--- src/shared/compat_cfg_defs.svh ---
// constants for the release-compat and general-config register block
`ifndef COMPAT_CFG_DEFS_SVH
`define COMPAT_CFG_DEFS_SVH
`define REG_RELEASE_COMPAT   8'h07
`define REG_GENERAL_CONFIG   8'h08
`define REG_AEA_CTRL         8'h09
`define REG_AEA_ADDR         8'h0A
`define REG_AEA_DATA         8'h0B
`define REG_IRQ_STATUS       8'h20
`define REG_IRQ_ENABLE       8'h21
`define REG_IRQ_CLEAR        8'h22
`define REG_NV_CONFIG        8'h23
`define REG_NV_RUN_STATE     8'h24
`define REG_ERR_INFO         8'h25
`define SDC_BIT              15
`define STR_MAX_LEN          7'h50
`define STR_INDEX_W          7
`define CFG_RESET            16'h0000
`define ZERO16               16'h0000
`define AEA_CTRL_STRING      16'h0001
`define STORE_CYCLES         4'hF
`define IRQ_STORE_DONE       0
`define IRQ_EXEC_ERROR       1
`define PENDING_ID           16'h0001
`endif

--- src/shared/compat_cfg_pkg.sv ---
// types for the release-compat and general-config register block
package compat_cfg_pkg;
    typedef enum logic [1:0] {
        ST_IDLE  = 2'b00,
        ST_ERASE = 2'b01,
        ST_WRITE = 2'b11,
        ST_DONE  = 2'b10
    } store_state_t;
    typedef enum logic [2:0] {
        ERR_NONE = 3'h0,
        ERR_CIP  = 3'h1,
        ERR_CII  = 3'h2,
        ERR_EXF  = 3'h3,
        ERR_VSE  = 3'h4,
        ERR_RNW  = 3'h5
    } err_code_t;
endpackage : compat_cfg_pkg

--- src/design/compat_cfg_regs.sv ---
// release-compat length and general-config store-defaults registers
`timescale 1ns/1ps
`include "compat_cfg_defs.svh"
module compat_cfg_regs (
    // clock and reset
    input  wire logic        i_clk_sys,
    input  wire logic        i_srst,
    // register port
    input  wire logic [7:0]  i_addr,
    input  wire logic [15:0] i_wdata,
    input  wire logic        i_wr,
    input  wire logic        i_rd,
    output logic      [15:0] o_rdata,
    // command status
    output logic             o_exec_error,
    output logic      [2:0]  o_err_code,
    output logic             o_busy_fail,
    // run-state from outside control
    input  wire logic        i_run_state,
    // interrupt
    output logic             o_irq
);
    compat_cfg_pkg::store_state_t state_ff;
    compat_cfg_pkg::store_state_t nxt_state;
    logic [3:0]  cnt_ff;
    logic [15:0] nv_cfg_ff;       // working non-volatile config
    logic        nv_run_ff;
    logic        run_prev_ff;     // last sampled run-state level
    logic [15:0] saved_cfg_ff;    // persistent copy
    logic        saved_run_ff;
    logic [15:0] shadow_cfg_ff;   // snapshot being written
    logic        shadow_run_ff;
    logic [15:0] aea_ctrl_ff;
    logic [15:0] aea_addr_ff;
    logic [15:0] rdata_ff;
    logic        xe_ff;
    logic [2:0]  err_ff;
    logic [1:0]  irq_stat_ff;
    logic [1:0]  irq_en_ff;
    logic        pending_ff;
    logic [7:0]  str_byte;
    logic [6:0]  str_len;

    // address decode
    wire sel_rc   = (i_addr == `REG_RELEASE_COMPAT);
    wire sel_gc   = (i_addr == `REG_GENERAL_CONFIG);
    wire storing  = (state_ff != compat_cfg_pkg::ST_IDLE);
    wire wr_rc    = i_wr & sel_rc;
    wire wr_gc    = i_wr & sel_gc;
    wire sdc_req  = wr_gc & i_wdata[`SDC_BIT];
    wire sdc_go   = sdc_req & ~storing;
    wire sdc_busy = sdc_req & storing;
    wire rd_rc    = i_rd & sel_rc;
    wire rd_rc_ok = rd_rc & ~storing;
    wire rd_rc_bad = rd_rc & storing;
    wire rd_aea   = i_rd & (i_addr == `REG_AEA_DATA);
    wire store_done = (state_ff == compat_cfg_pkg::ST_DONE);
    wire any_err  = wr_rc | rd_rc_bad | sdc_busy;

    compat_string_rom u_rom (
        .i_index (aea_addr_ff[6:0]),
        .o_byte  (str_byte),
        .o_len   (str_len)
    );

    // read mux; unmapped reads return zero
    function automatic logic [15:0] rd_mux(input logic [7:0] a);
        case (a)
            `REG_RELEASE_COMPAT: rd_mux = storing ? `ZERO16 :
                                 {9'h000, str_len};
            `REG_GENERAL_CONFIG: rd_mux = `ZERO16;
            `REG_AEA_CTRL:       rd_mux = aea_ctrl_ff;
            `REG_AEA_ADDR:       rd_mux = aea_addr_ff;
            `REG_AEA_DATA:       rd_mux = {8'h00, str_byte};
            `REG_IRQ_STATUS:     rd_mux = {14'h0000, irq_stat_ff};
            `REG_IRQ_ENABLE:     rd_mux = {14'h0000, irq_en_ff};
            `REG_NV_CONFIG:      rd_mux = nv_cfg_ff;
            `REG_NV_RUN_STATE:   rd_mux = {15'h0000, nv_run_ff};
            `REG_ERR_INFO:       rd_mux = {12'h000, xe_ff, err_ff};
            default:             rd_mux = `ZERO16;
        endcase
    endfunction : rd_mux

    // write answer: zero on refused write, pending id on a config write while storing,
    // otherwise the written value
    wire [15:0] wr_answer = wr_rc ? `ZERO16 :
                            (wr_gc & storing) ? `PENDING_ID :
                            i_wdata;

    // store sequence: snapshot, erase, write, commit atomically
    always_comb begin
        nxt_state = state_ff;
        case (state_ff)
            compat_cfg_pkg::ST_IDLE:
                if (sdc_go) nxt_state = compat_cfg_pkg::ST_ERASE;
            compat_cfg_pkg::ST_ERASE:
                if (cnt_ff == `STORE_CYCLES)
                    nxt_state = compat_cfg_pkg::ST_WRITE;
            compat_cfg_pkg::ST_WRITE:
                if (cnt_ff == `STORE_CYCLES)
                    nxt_state = compat_cfg_pkg::ST_DONE;
            compat_cfg_pkg::ST_DONE:
                nxt_state = compat_cfg_pkg::ST_IDLE;  // flag self-clears
            default:
                nxt_state = compat_cfg_pkg::ST_IDLE;
        endcase
    end

    // state and phase counter
    always_ff @(posedge i_clk_sys) begin
        if (i_srst) begin
            state_ff <= compat_cfg_pkg::ST_IDLE;
            cnt_ff   <= 4'h0;
        end else begin
            state_ff <= nxt_state;
            cnt_ff   <= (nxt_state != state_ff) ? 4'h0 : cnt_ff + 4'h1;
        end
    end

    // persistent copy survives reset; commit only on completion
    always_ff @(posedge i_clk_sys) begin
        if (store_done) begin
            saved_cfg_ff <= shadow_cfg_ff;
            saved_run_ff <= shadow_run_ff;
        end
        if (sdc_go) begin
            shadow_cfg_ff <= nv_cfg_ff;
            shadow_run_ff <= nv_run_ff;
        end
    end

    // working copy reloads from saved set at reset; run state is taken
    // only when it changes, so the reloaded value is not overwritten
    always_ff @(posedge i_clk_sys) begin
        run_prev_ff <= i_run_state;
        if (i_srst) begin
            nv_cfg_ff <= saved_cfg_ff;
            nv_run_ff <= saved_run_ff;
        end else begin
            if (i_wr && i_addr == `REG_NV_CONFIG) nv_cfg_ff <= i_wdata;
            if (i_run_state != run_prev_ff) nv_run_ff <= i_run_state;
        end
    end

    // AEA set, read data and error status
    always_ff @(posedge i_clk_sys) begin
        if (i_srst) begin
            aea_ctrl_ff <= `ZERO16;
            aea_addr_ff <= `ZERO16;
            rdata_ff    <= `ZERO16;
            xe_ff       <= 1'b0;
            err_ff      <= compat_cfg_pkg::ERR_NONE;
            pending_ff  <= 1'b0;
        end else begin
            rdata_ff <= i_wr ? wr_answer : rd_mux(i_addr);
            pending_ff <= wr_gc & storing;
            if (rd_rc_ok) begin
                aea_ctrl_ff <= `AEA_CTRL_STRING;
                aea_addr_ff <= `ZERO16;
            end else if (rd_aea) begin
                aea_addr_ff <= aea_addr_ff + 16'h0001;
            end else if (i_wr && i_addr == `REG_AEA_ADDR) begin
                aea_addr_ff <= i_wdata;
            end
            if (i_wr || i_rd) begin
                xe_ff  <= any_err;
                err_ff <= wr_rc ? compat_cfg_pkg::ERR_RNW :
                          any_err ? compat_cfg_pkg::ERR_CIP :
                          compat_cfg_pkg::ERR_NONE;
            end
        end
    end

    // interrupt status: set wins over clear
    wire [1:0] irq_evt = {any_err, store_done};
    wire [1:0] irq_clr = (i_wr && i_addr == `REG_IRQ_CLEAR) ?
                         i_wdata[1:0] : 2'b00;
    always_ff @(posedge i_clk_sys) begin
        if (i_srst) begin
            irq_stat_ff <= 2'b00;
            irq_en_ff   <= 2'b00;
        end else begin
            irq_stat_ff <= (irq_stat_ff & ~irq_clr) | irq_evt;
            if (i_wr && i_addr == `REG_IRQ_ENABLE)
                irq_en_ff <= i_wdata[1:0];
        end
    end

    assign o_rdata      = rdata_ff;
    assign o_exec_error = xe_ff;
    assign o_err_code   = err_ff;
    assign o_busy_fail  = pending_ff;
    assign o_irq        = |(irq_stat_ff & irq_en_ff);
endmodule : compat_cfg_regs

--- src/design/compat_string_rom.sv ---
// compatibility string storage with length and byte lookup
`timescale 1ns/1ps
`include "compat_cfg_defs.svh"
module compat_string_rom (
    // byte lookup
    input  wire logic [6:0] i_index,
    output logic      [7:0] o_byte,
    // total length including terminator
    output logic      [6:0] o_len
);
    // earliest compatible release id, space, X.Y.Z per field
    // major and patch kept within 0 to 255
    // "FW 1.0.0:HW 3.2.1" plus null terminator
    localparam int          LEN = 18;
    localparam logic [143:0] STR = {"FW 1.0.0:HW 3.2.1", 8'h00};
    // bytes past the string read as null
    assign o_byte = (i_index < 7'(LEN)) ?
                    STR[8'(143 - 8 * i_index) -: 8] : 8'h00;
    assign o_len  = 7'(LEN);
endmodule : compat_string_rom

--- config.mk ---
export PLATFORM = sky130hd
export DESIGN_NAME = compat_cfg_regs
export DESIGN_NICKNAME = d
export VERILOG_FILES = /design/src/shared/compat_cfg_pkg.sv /design/src/design/compat_cfg_regs.sv /design/src/design/compat_string_rom.sv
export VERILOG_INCLUDE_DIRS = /design/src /design/src/shared
export SDC_FILE = /design/constraint.sdc
export NUM_CORES = 1
export LEC_CHECK = 0
export BUFFER_PORTS_ARGS = -buffer_cell sky130_fd_sc_hd__buf_2
export CAP_MARGIN = 20
export CORE_UTILIZATION = 49
export DETAILED_ROUTE_END_ITERATION = 8
export GPL_ROUTABILITY_DRIVEN = 0
export PLACE_DENSITY = 0.77
export SYNTH_ARGS = -nofsm -noshare
export SYNTH_HDL_FRONTEND = slang
export SYNTH_SLANG_ARGS = --single-unit
--- constraint.sdc ---
create_clock -name i_clk_sys -period 5 [get_ports i_clk_sys]
set_clock_uncertainty 0.15 [all_clocks]
set_input_delay 1 -clock i_clk_sys [delete_from_list [all_inputs] [get_ports i_clk_sys]]
set_output_delay 1 -clock i_clk_sys [all_outputs]
set_load 0.05 [all_outputs]
==> results.cfg, run 1 <==
[status]
status = finished, final reports clean

[sta]
rsz0062_at_grt = no
min_period_ns = 3.14
clock.fmax_mhz = 319
hold_violations = 0
worst_pin_slew_ns = 0.830
min_period_over_period = 0.628
setup_viol = 0
slew_headroom = 0.446
holdWs_ns = 0.275
finalMaxSlewViolations = 0
fin_tns_setup_ns = 0

[yosys]
synth_area_mm2 = 0.00463
synth_flop_cell = edfxtp_1
synth.top_cell.area_share = 0.330
synth_area_leaders = edfxtp_1 (33%), dfxtp_1 (21%), mux2_2 (4.9%)
syn-instance-count = 423
ys_seq_elements = 99
synthArstFlopShare = 0
ys_seq_area_frac = 0.538
synth_nets = 463
yosys.area.top_type = edfxtp_1
ys_types = 63
synth_edf_count = 51
yosysWarnings = 0
syn_area_per_cell_um2 = 11.0

[placed_design]
dpl.hpwl_mm = 7.48
placed_area_mm2 = 0.00495
placed_cells = 563
portBuffers = 49

[global_routing]
grt_max_degree = 40
gr-usage-met2 = 0.376
top_usage_layer = met2
gr-total-overflow = 0
antenna_found_initial = 0
use_met1 = 0.298
grt_pass1_wl_mm = 17.4
met3_usage = 0.0590
grt_usage = 0.232
grt_pass1_vias = 3377

[pwr]
p_per_area_mw_per_mm2 = 299
pwr-share-clk = 0.359
p_int_mw = 1.18
comb_power_share = 0.073
seqPwrFrac = 0.569
p_leak_nw = 1.85
switching_share = 0.235
ir_worst_vdd_mv = 0.166
switchingPower_mw = 0.363

[min_path]
hold_end = saved_cfg_ff[7]
hold_class = register to register
hold_depth = 0
min_from = shadow_cfg_ff[7]

[clocking]
cts_tree = yes
cts_buffers = 9
cts.sinks = 99
postCtsHoldBufs = 0
clkTransAtPathRegs_ns = 0.09
worstSkewPairLatency_ns = 0.38
htree_levels = 3
cts.path.max_buffers = 2
cts_resized = 0
root_buffer = clkbuf_8
cts_setup_buffers = 0

[layout]
final_core_util = 0.563
instances_no_fill = 579
nets = 503
design_area_mm2 = 0.00517
drive_gt1_frac = 0.214
area.growth.synth_to_final_pct = 11.7
n_fill_cell = 794
num_antenna_cells = 0

[detailed_routing]
wl_per_cell_um = 19.0
num_vias = 3614
firstDrtPassIters = 5
drt-initial-drc-count = 278
post-route-drc-count = 0
vias_per_cell = 6.24
antenna_left = 0
drt-total-wl_mm = 11.0

[floorplan]
die_area_mm2 = 0.00985
die_y_um = 99.3
core_mm2 = 0.00920
die_x_um = 99.3
initial_core_util = 0.504
num_rows = 35
io_pins = 51

[setup_path]
crit_path_max_fanout = 15
crit_type = input pin to register
reg2reg_to = o_rdata[2]
r2r_slack_ns = 2.34
r2r-start = aea_addr_ff[1]
cp.arrival_ns = 3.04
reg2regPathDepth = 6
crit_path_end_kind = register
startpoint_type = input pin
cp.required_ns = 4.90

[run]
cap_violations = 0
-- cell type report --
class	count	area [um2]	area share
Sequential cell	99	2490	0.482
Multi-Input combinational cell	289	2000	0.387
Timing Repair Buffer	54	283	0.0546
Clock buffer	12	166	0.0322
Tap cell	111	139	0.0268
Clock inverter	4	55.1	0.0106
Inverter	10	37.5	0.00725
-- critical path, stage by stage --
cell	delay (ns)
buf_2	0.15
or4_1	0.70
or4_1	0.61
nor3_2	0.24
buf_4	0.33
-- registers in the layout, summed over array words and instances, names as in the netlist, 4 cells and up --
name           count
cnt_ff             4
nv_cfg_ff         16
shadow_cfg_ff     16
o_rdata           16
aea_addr_ff       16
saved_cfg_ff      16
-- worst max path at each step --
stage / start / end / slack [ns] / cells after the start
floorplan: i_addr[5] / shadow_cfg_ff[0] / 0.90 / 5
global placement: i_addr[5] / shadow_cfg_ff[6] / 1.59 / 5
detailed placement: i_addr[5] / shadow_cfg_ff[5] / 1.51 / 5
CTS: i_addr[5] / shadow_cfg_ff[7] / 1.90 / 5
global route: i_addr[5] / shadow_cfg_ff[7] / 1.78 / 5
finish: i_addr[5] / shadow_cfg_ff[15] / 1.86 / 5
-- through the flow --
| stage | worst slack (ns) | total power, mW |
|---|---|---|
| detailed placement | 1.51 | 1.01 |
| CTS | 1.90 | 1.56 |
| global route | 1.78 | 1.60 |
| finish | 1.86 | 1.55 |
| global placement | 1.59 | 1.01 |
| floorplan | 0.903 | 0.970 |
-- power by group through the flow --
stage	logic [mW]	clock network, mW	registers (mW)
6_report	0.112	0.555	0.879
5_1_grt	0.121	0.600	0.881
4_1_cts	0.113	0.565	0.879
3_5_place_dp	0.112	0	0.897
3_3_place_gp	0.109	0	0.897
2_1_floorplan	0.0574	0	0.912
-- cells in the final DEF (no fill, tap or decap), drive strengths merged, types with 3 or more instances in the layout --
| cell type | n |
|---|---|
| o21ai | 25 |
| and3 | 7 |
| a211oi | 7 |
| nand3 | 10 |
| xor2 | 3 |
| nor4 | 3 |
| a22oi | 14 |
| xnor2 | 4 |
| edfxtp | 51 |
| inv | 11 |
| nand4 | 9 |
| a21o | 7 |
| or4 | 3 |
| nor2b | 5 |
| mux2 | 20 |
| nand3b | 4 |
| mux2i | 5 |
| o211ai | 3 |
| nor2 | 20 |
| clkbuf | 12 |
| buf | 54 |
| nand2b | 7 |
| dfxtp | 48 |
| nor3 | 14 |
| a22o | 6 |
| a21oi | 9 |
| a31oi | 14 |
| ha | 11 |
| nand2 | 42 |
-- Yosys cell counts, types with 9 or more instances --
cell	n
dfxtp_1	48
nor2_1	20
a22oi_1	14
edfxtp_1	51
nand4_1	9
o21ai_0	12
clkbuf_1	15
a21oi_1	9
nand2_1	42
nand3_1	10
nor3_1	13
ha_1	11
inv_1	10
mux2_2	20
o21ai_1	13
a31oi_1	14
-- kinds of logic after synthesis --
logic type | synth area share
multiplexers | 0.0643
buffers and inverters | 0.0327
AO/OA/AOI/OAI | 0.161
other | 0.000809
flip-flops | 0.538
AND/OR/NAND/NOR | 0.161
XOR/XNOR | 0.0132
adder cells (fa/ha/maj) | 0.0297
-- metal layers --
metal	routed length, um	up-vias
li1	-	1686
met1	4670	1737
met2	5250	162
met3	812	29
met4	290	0
met5	0	-
Note: power is estimated with default switching activity, not from simulation.
==> inputs of run 2 (changes only) <==
Settings changed: PLACE_DENSITY 0.77 to 0.79.
Clock period 5 ns to 2.7 ns, I/O delays scaled along.
==> run 2 against run 1 <==
Effect of this change: sequential cell count is the same; critical path type is now register to register; via count up 4.8%; register-to-register slack got worse by 1.9 ns; critical endpoint is now o_rdata[4]; largest power group unchanged.
==> results.cfg, run 2 (synthesized netlist as in run 1, its figures left out) <==
[pwr]
ir_worst_vdd_mv = 0.382
p_int_mw = 2.06
p_leak_nw = 1.94
power_mw = 2.85
p_per_area_mw_per_mm2 = 535
comb_power_share = 0.079
switchingPower_mw = 0.784
seqPwrFrac = 0.573
pwr-share-clk = 0.348
switching_share = 0.275

[layout]
drive_gt1_frac = 0.252
nets = 520
num_antenna_cells = 0
area.growth.synth_to_final_pct = 15.0
layout_common_cells = edfxtp_1 (51), buf_2 (49), dfxtp_1 (48), nand2_1 (42), buf_4 (21)
layout_commonest_cell = edfxtp_1

[floorplan]
io_pins = 51
die_y_um = 99.3
initial_core_util = 0.504
core_mm2 = 0.00920
die_x_um = 99.3
die_area_mm2 = 0.00985
num_rows = 35

[setup_path]
critical_path_depth = 6
path_common_cell = o211ai_1
crit_path_end_kind = register
cp.arrival_ns = 2.40
crit_path_max_fanout = 10
path_cells = inv_1 -> ha_1 -> mux2_2 -> a211oi_1 -> o211ai_1 -> o211ai_1
cp.required_ns = 2.84
cp_slowest_stage_delay_ns = 0.51
startpoint_type = register
cp_num_buf_inv = 1
cpMaxStageDelayCell = ha_1
cp_top_family = compound AO/OA/AOI/OAI gates
reg2regPathDepth = 6
crit_type = register to register

[placed_design]
dpl.hpwl_mm = 8.12
post-place-ws_ns = 0.0890
portBuffers = 49

[global_routing]
use_met1 = 0.308
antenna_found_initial = 0
met3_usage = 0.0506
gr-usage-met2 = 0.407
top_usage_layer = met2
grt_max_degree = 22
grt_pass1_vias = 3664
grt_pass1_wl_mm = 18.5
grt_usage = 0.246
gr-total-overflow = 0

[sta]
worst_pin_slew_ns = 0.672
finalMaxSlewViolations = 0
min_period_over_period = 0.838
clock.fmax_mhz = 442
min_period_ns = 2.26
worst_slack_ns = 0.437
holdWs_ns = 0.156
slew_headroom = 0.551
rsz0062_at_grt = no
setup_viol = 0
hold_violations = 0

[clocking]
cts_tree = yes
htree_levels = 3
root_buffer = clkbuf_8
cts.path.max_buffers = 2
worstSkewPairLatency_ns = 0.38
postCtsHoldBufs = 0
cts_buffers = 9
cts_resized = 0
clkTransAtPathRegs_ns = 0.11
cts_setup_buffers = 0
cts.sinks = 99

[run]
cap_violations = 0

[detailed_routing]
drt-total-wl_mm = 11.8
firstDrtPassIters = 8
num_vias = 3787
post-route-drc-count = 0
wl_per_cell_um = 19.7
drt-initial-drc-count = 330
vias_per_cell = 6.35
antenna_left = 0

[status]
status = finished, final reports clean

[min_path]
hold_depth = 1
hold_class = input pin to register
==> run 2: cell count changes in the layout (fill, tap and decap cells not counted), moves of 2 or more <==
cell / previous run / this run
or4_1: 3 / 1
inv_8: 0 / 2
clkinv_8: 0 / 3
or4_4: 0 / 2
buf_4: 5 / 21
==> run 2: final cells by class <==
type                            instances  area, um2
Sequential cell                        99       2490
Clock buffer                            9        124
Tap cell                              111        139
Timing Repair Buffer                   71        423
Clock inverter                          7       88.8
Fill cell                             757       3870
Inverter                               10       37.5
Multi-Input combinational cell        289       2020
==> run 2: through the flow <==
stage | util | TNS (ns) | instances | area [um2]
global route | 0.579 | 0 | 596 | 5330
detailed placement | 0.556 | 0 | 580 | 5120
CTS | 0.579 | 0 | 596 | 5330
global placement | 0.556 | 0 | 580 | 5120
floorplan | - | -0.386 | 423 | 4670
finish | 0.579 | 0 | 596 | 5330
==> run 2: routing by layer <==
layer,up-vias,share of wire,wire (um)
met2,225,0.47,5520
met1,1802,0.41,4780
met4,0,0.037,432
met3,40,0.088,1030
met5,-,0,0
li1,1720,-,-
==> run 2: worst paths after layout <==
| kind | startpoint | to | slack [ns] |
|---|---|---|---|
| max | aea_addr_ff[2] | o_rdata[4] | 0.44 |
| min | i_run_state | run_prev_ff | 0.16 |
| max reg2reg | aea_addr_ff[2] | o_rdata[4] | 0.44 |
| min reg2reg | shadow_cfg_ff[7] | saved_cfg_ff[7] | 0.27 |
==> run 2: power groups by stage <==
stage          Clock (mW)  Combinational (mW)  Sequential (mW)
6_report            0.992               0.225             1.63
4_1_cts              1.00               0.223             1.63
2_1_floorplan           0               0.109             1.69
3_5_place_dp            0               0.222             1.66
5_1_grt              1.06               0.240             1.63
3_3_place_gp            0               0.215             1.66
==> inputs of run 3 (changes only) <==
Clock period 2.7 ns to 1.9 ns, I/O delays scaled along.
==> run 3 against run 2 <==
Effect of this change: the run now ends with negative setup slack left; critical endpoint is now aea_addr_ff[14]; largest power group unchanged; non-clock buffer count is 59 higher; cell count is 9.9% higher; clock-buffer cell count unchanged; die area stayed put.
==> results.cfg, run 3 (synthesized netlist as in run 1, its figures left out) <==
[status]
status = finished, violations left
violations = negative setup slack

[setup_path]
r2r_slack_ns = -0.07
reg2regPathDepth = 7
critPathLaunch = aea_addr_ff[1]
crit_type = register to register
cp.arrival_ns = 2.12
reg2reg_to = aea_addr_ff[14]
cpMaxStageDelayCell = dfxtp_2
startpoint_type = register
cp_slowest_stage_delay_ns = 0.35
path_cells = buf_4 -> ha_1 -> nand3_1 -> nor3_2 -> buf_4 -> nand3b_1 -> a31oi_1
crit_path_max_fanout = 10
r2r-start = aea_addr_ff[1]
path_common_cell = buf_4
setup.worst_path.end = aea_addr_ff[14]
crit_path_end_kind = register
cp.required_ns = 2.05

[placed_design]
portBuffers = 49
post-place-ws_ns = -0.451
dpl.hpwl_mm = 9.38

[global_routing]
grt_max_degree = 21
grt_pass1_vias = 3907
gr-total-overflow = 0
grt_pass1_wl_mm = 20.5
grt_usage = 0.275
antenna_found_initial = 0

[pwr]
p_per_area_mw_per_mm2 = 661
ir_worst_vdd_mv = 0.383
power_mw = 4.03
p_leak_nw = 2.33

[layout]
nets = 579
area.growth.synth_to_final_pct = 31.5
layout_commonest_cell = buf_4
final_core_util = 0.663
drive_gt1_frac = 0.410
layout_common_cells = buf_4 (71), edfxtp_1 (51), buf_2 (47), dfxtp_1 (45), nand2_1 (35)
num_antenna_cells = 0

[detailed_routing]
num_vias = 4168
firstDrtPassIters = 7
post-route-drc-count = 0
wl_per_cell_um = 20.6
drt-initial-drc-count = 332
antenna_left = 0
drt-total-wl_mm = 13.5
vias_per_cell = 6.36

[sta]
fin_tns_setup_ns = -0.300
rsz0062_at_grt = yes
setup_viol = 8
slew_headroom = 0.606
finalMaxSlewViolations = 0
clock.fmax_mhz = 507
worst_pin_slew_ns = 0.588
min_period_over_period = 1.04
worst_slack_ns = -0.0723
hold_violations = 0
min_period_ns = 1.97

[run]
cap_violations = 0

[floorplan]
core_mm2 = 0.00920
die_y_um = 99.3
die_x_um = 99.3
io_pins = 51
num_rows = 35
die_area_mm2 = 0.00985
initial_core_util = 0.504

[clocking]
clkTransAtPathRegs_ns = 0.10
cts.sinks = 99
cts_tree = yes
cts_buffers = 9
root_buffer = clkbuf_8
cts.path.max_buffers = 2
htree_levels = 3
worstSkewPairLatency_ns = 0.37

[min_path]
hold_class = input pin to register
min_from = i_wdata[9]
-- run 3: worst min-delay path by stage --
stage	end	slack [ns]	depth (start not counted)
after floorplan	saved_cfg_ff[0]	0.25	0
after global placement	saved_cfg_ff[10]	0.25	0
after detailed placement	saved_cfg_ff[6]	0.26	0
after CTS	o_rdata[12]	0.10	3
after global routing	o_rdata[9]	0.1	3
final	o_rdata[9]	0.11	3
-- run 3: metal layers --
layer	vias up	GRT usage	share of wire
met3	62	0.0478	0.082
met2	255	0.462	0.48
met5	-	0	0
li1	1831	-	-
met1	2020	0.355	0.39
met4	0	0.109	0.046
-- run 3: timing repair --
item | in CTS | in global routing
cloned | 1 | 0
setup endpoints to repair | 35 | 51
gates resized for setup | 14 | 41
hold buffers | 1 | 0
buffers inserted | 4 | 2
hold endpoints to repair | 1 | 0
pin swaps | 8 | 9
-- run 3: where the power goes --
part / total [mW] / internal (mW) / switching, mW
Clock: 1.31 / 0.511 / 0.800
Sequential: 2.32 / 2.29 / 0.0325
Combinational: 0.400 / 0.157 / 0.244
-- run 3: cell type report --
cell class                      instances  area, um2
Inverter                               10       37.5
Clock buffer                            9        124
Multi-Input combinational cell        289       2320
Tap cell                              111        139
Clock inverter                          7       67.6
Timing Repair Buffer                  130        911
Fill cell                             675       3100
Sequential cell                        99       2500
-- run 3: through the flow --
stage / instances / hold slack, ns / area [um2]
after CTS: 655 / 0.101 / 5940
after global placement: 633 / 0.251 / 5610
after global routing: 655 / 0.0987 / 6100
final: 655 / 0.111 / 6100
after floorplan: 423 / 0.250 / 4790
after detailed placement: 633 / 0.255 / 5610
-- run 3: worst max-delay path, delay by kind of cell, from the launching register on --
family,cells,cell delay [ns]
fa+ha+maj,1,0.30
compound gates,1,0.17
flops,1,0.35
buf+inv,2,0.43
simple gates,3,0.50
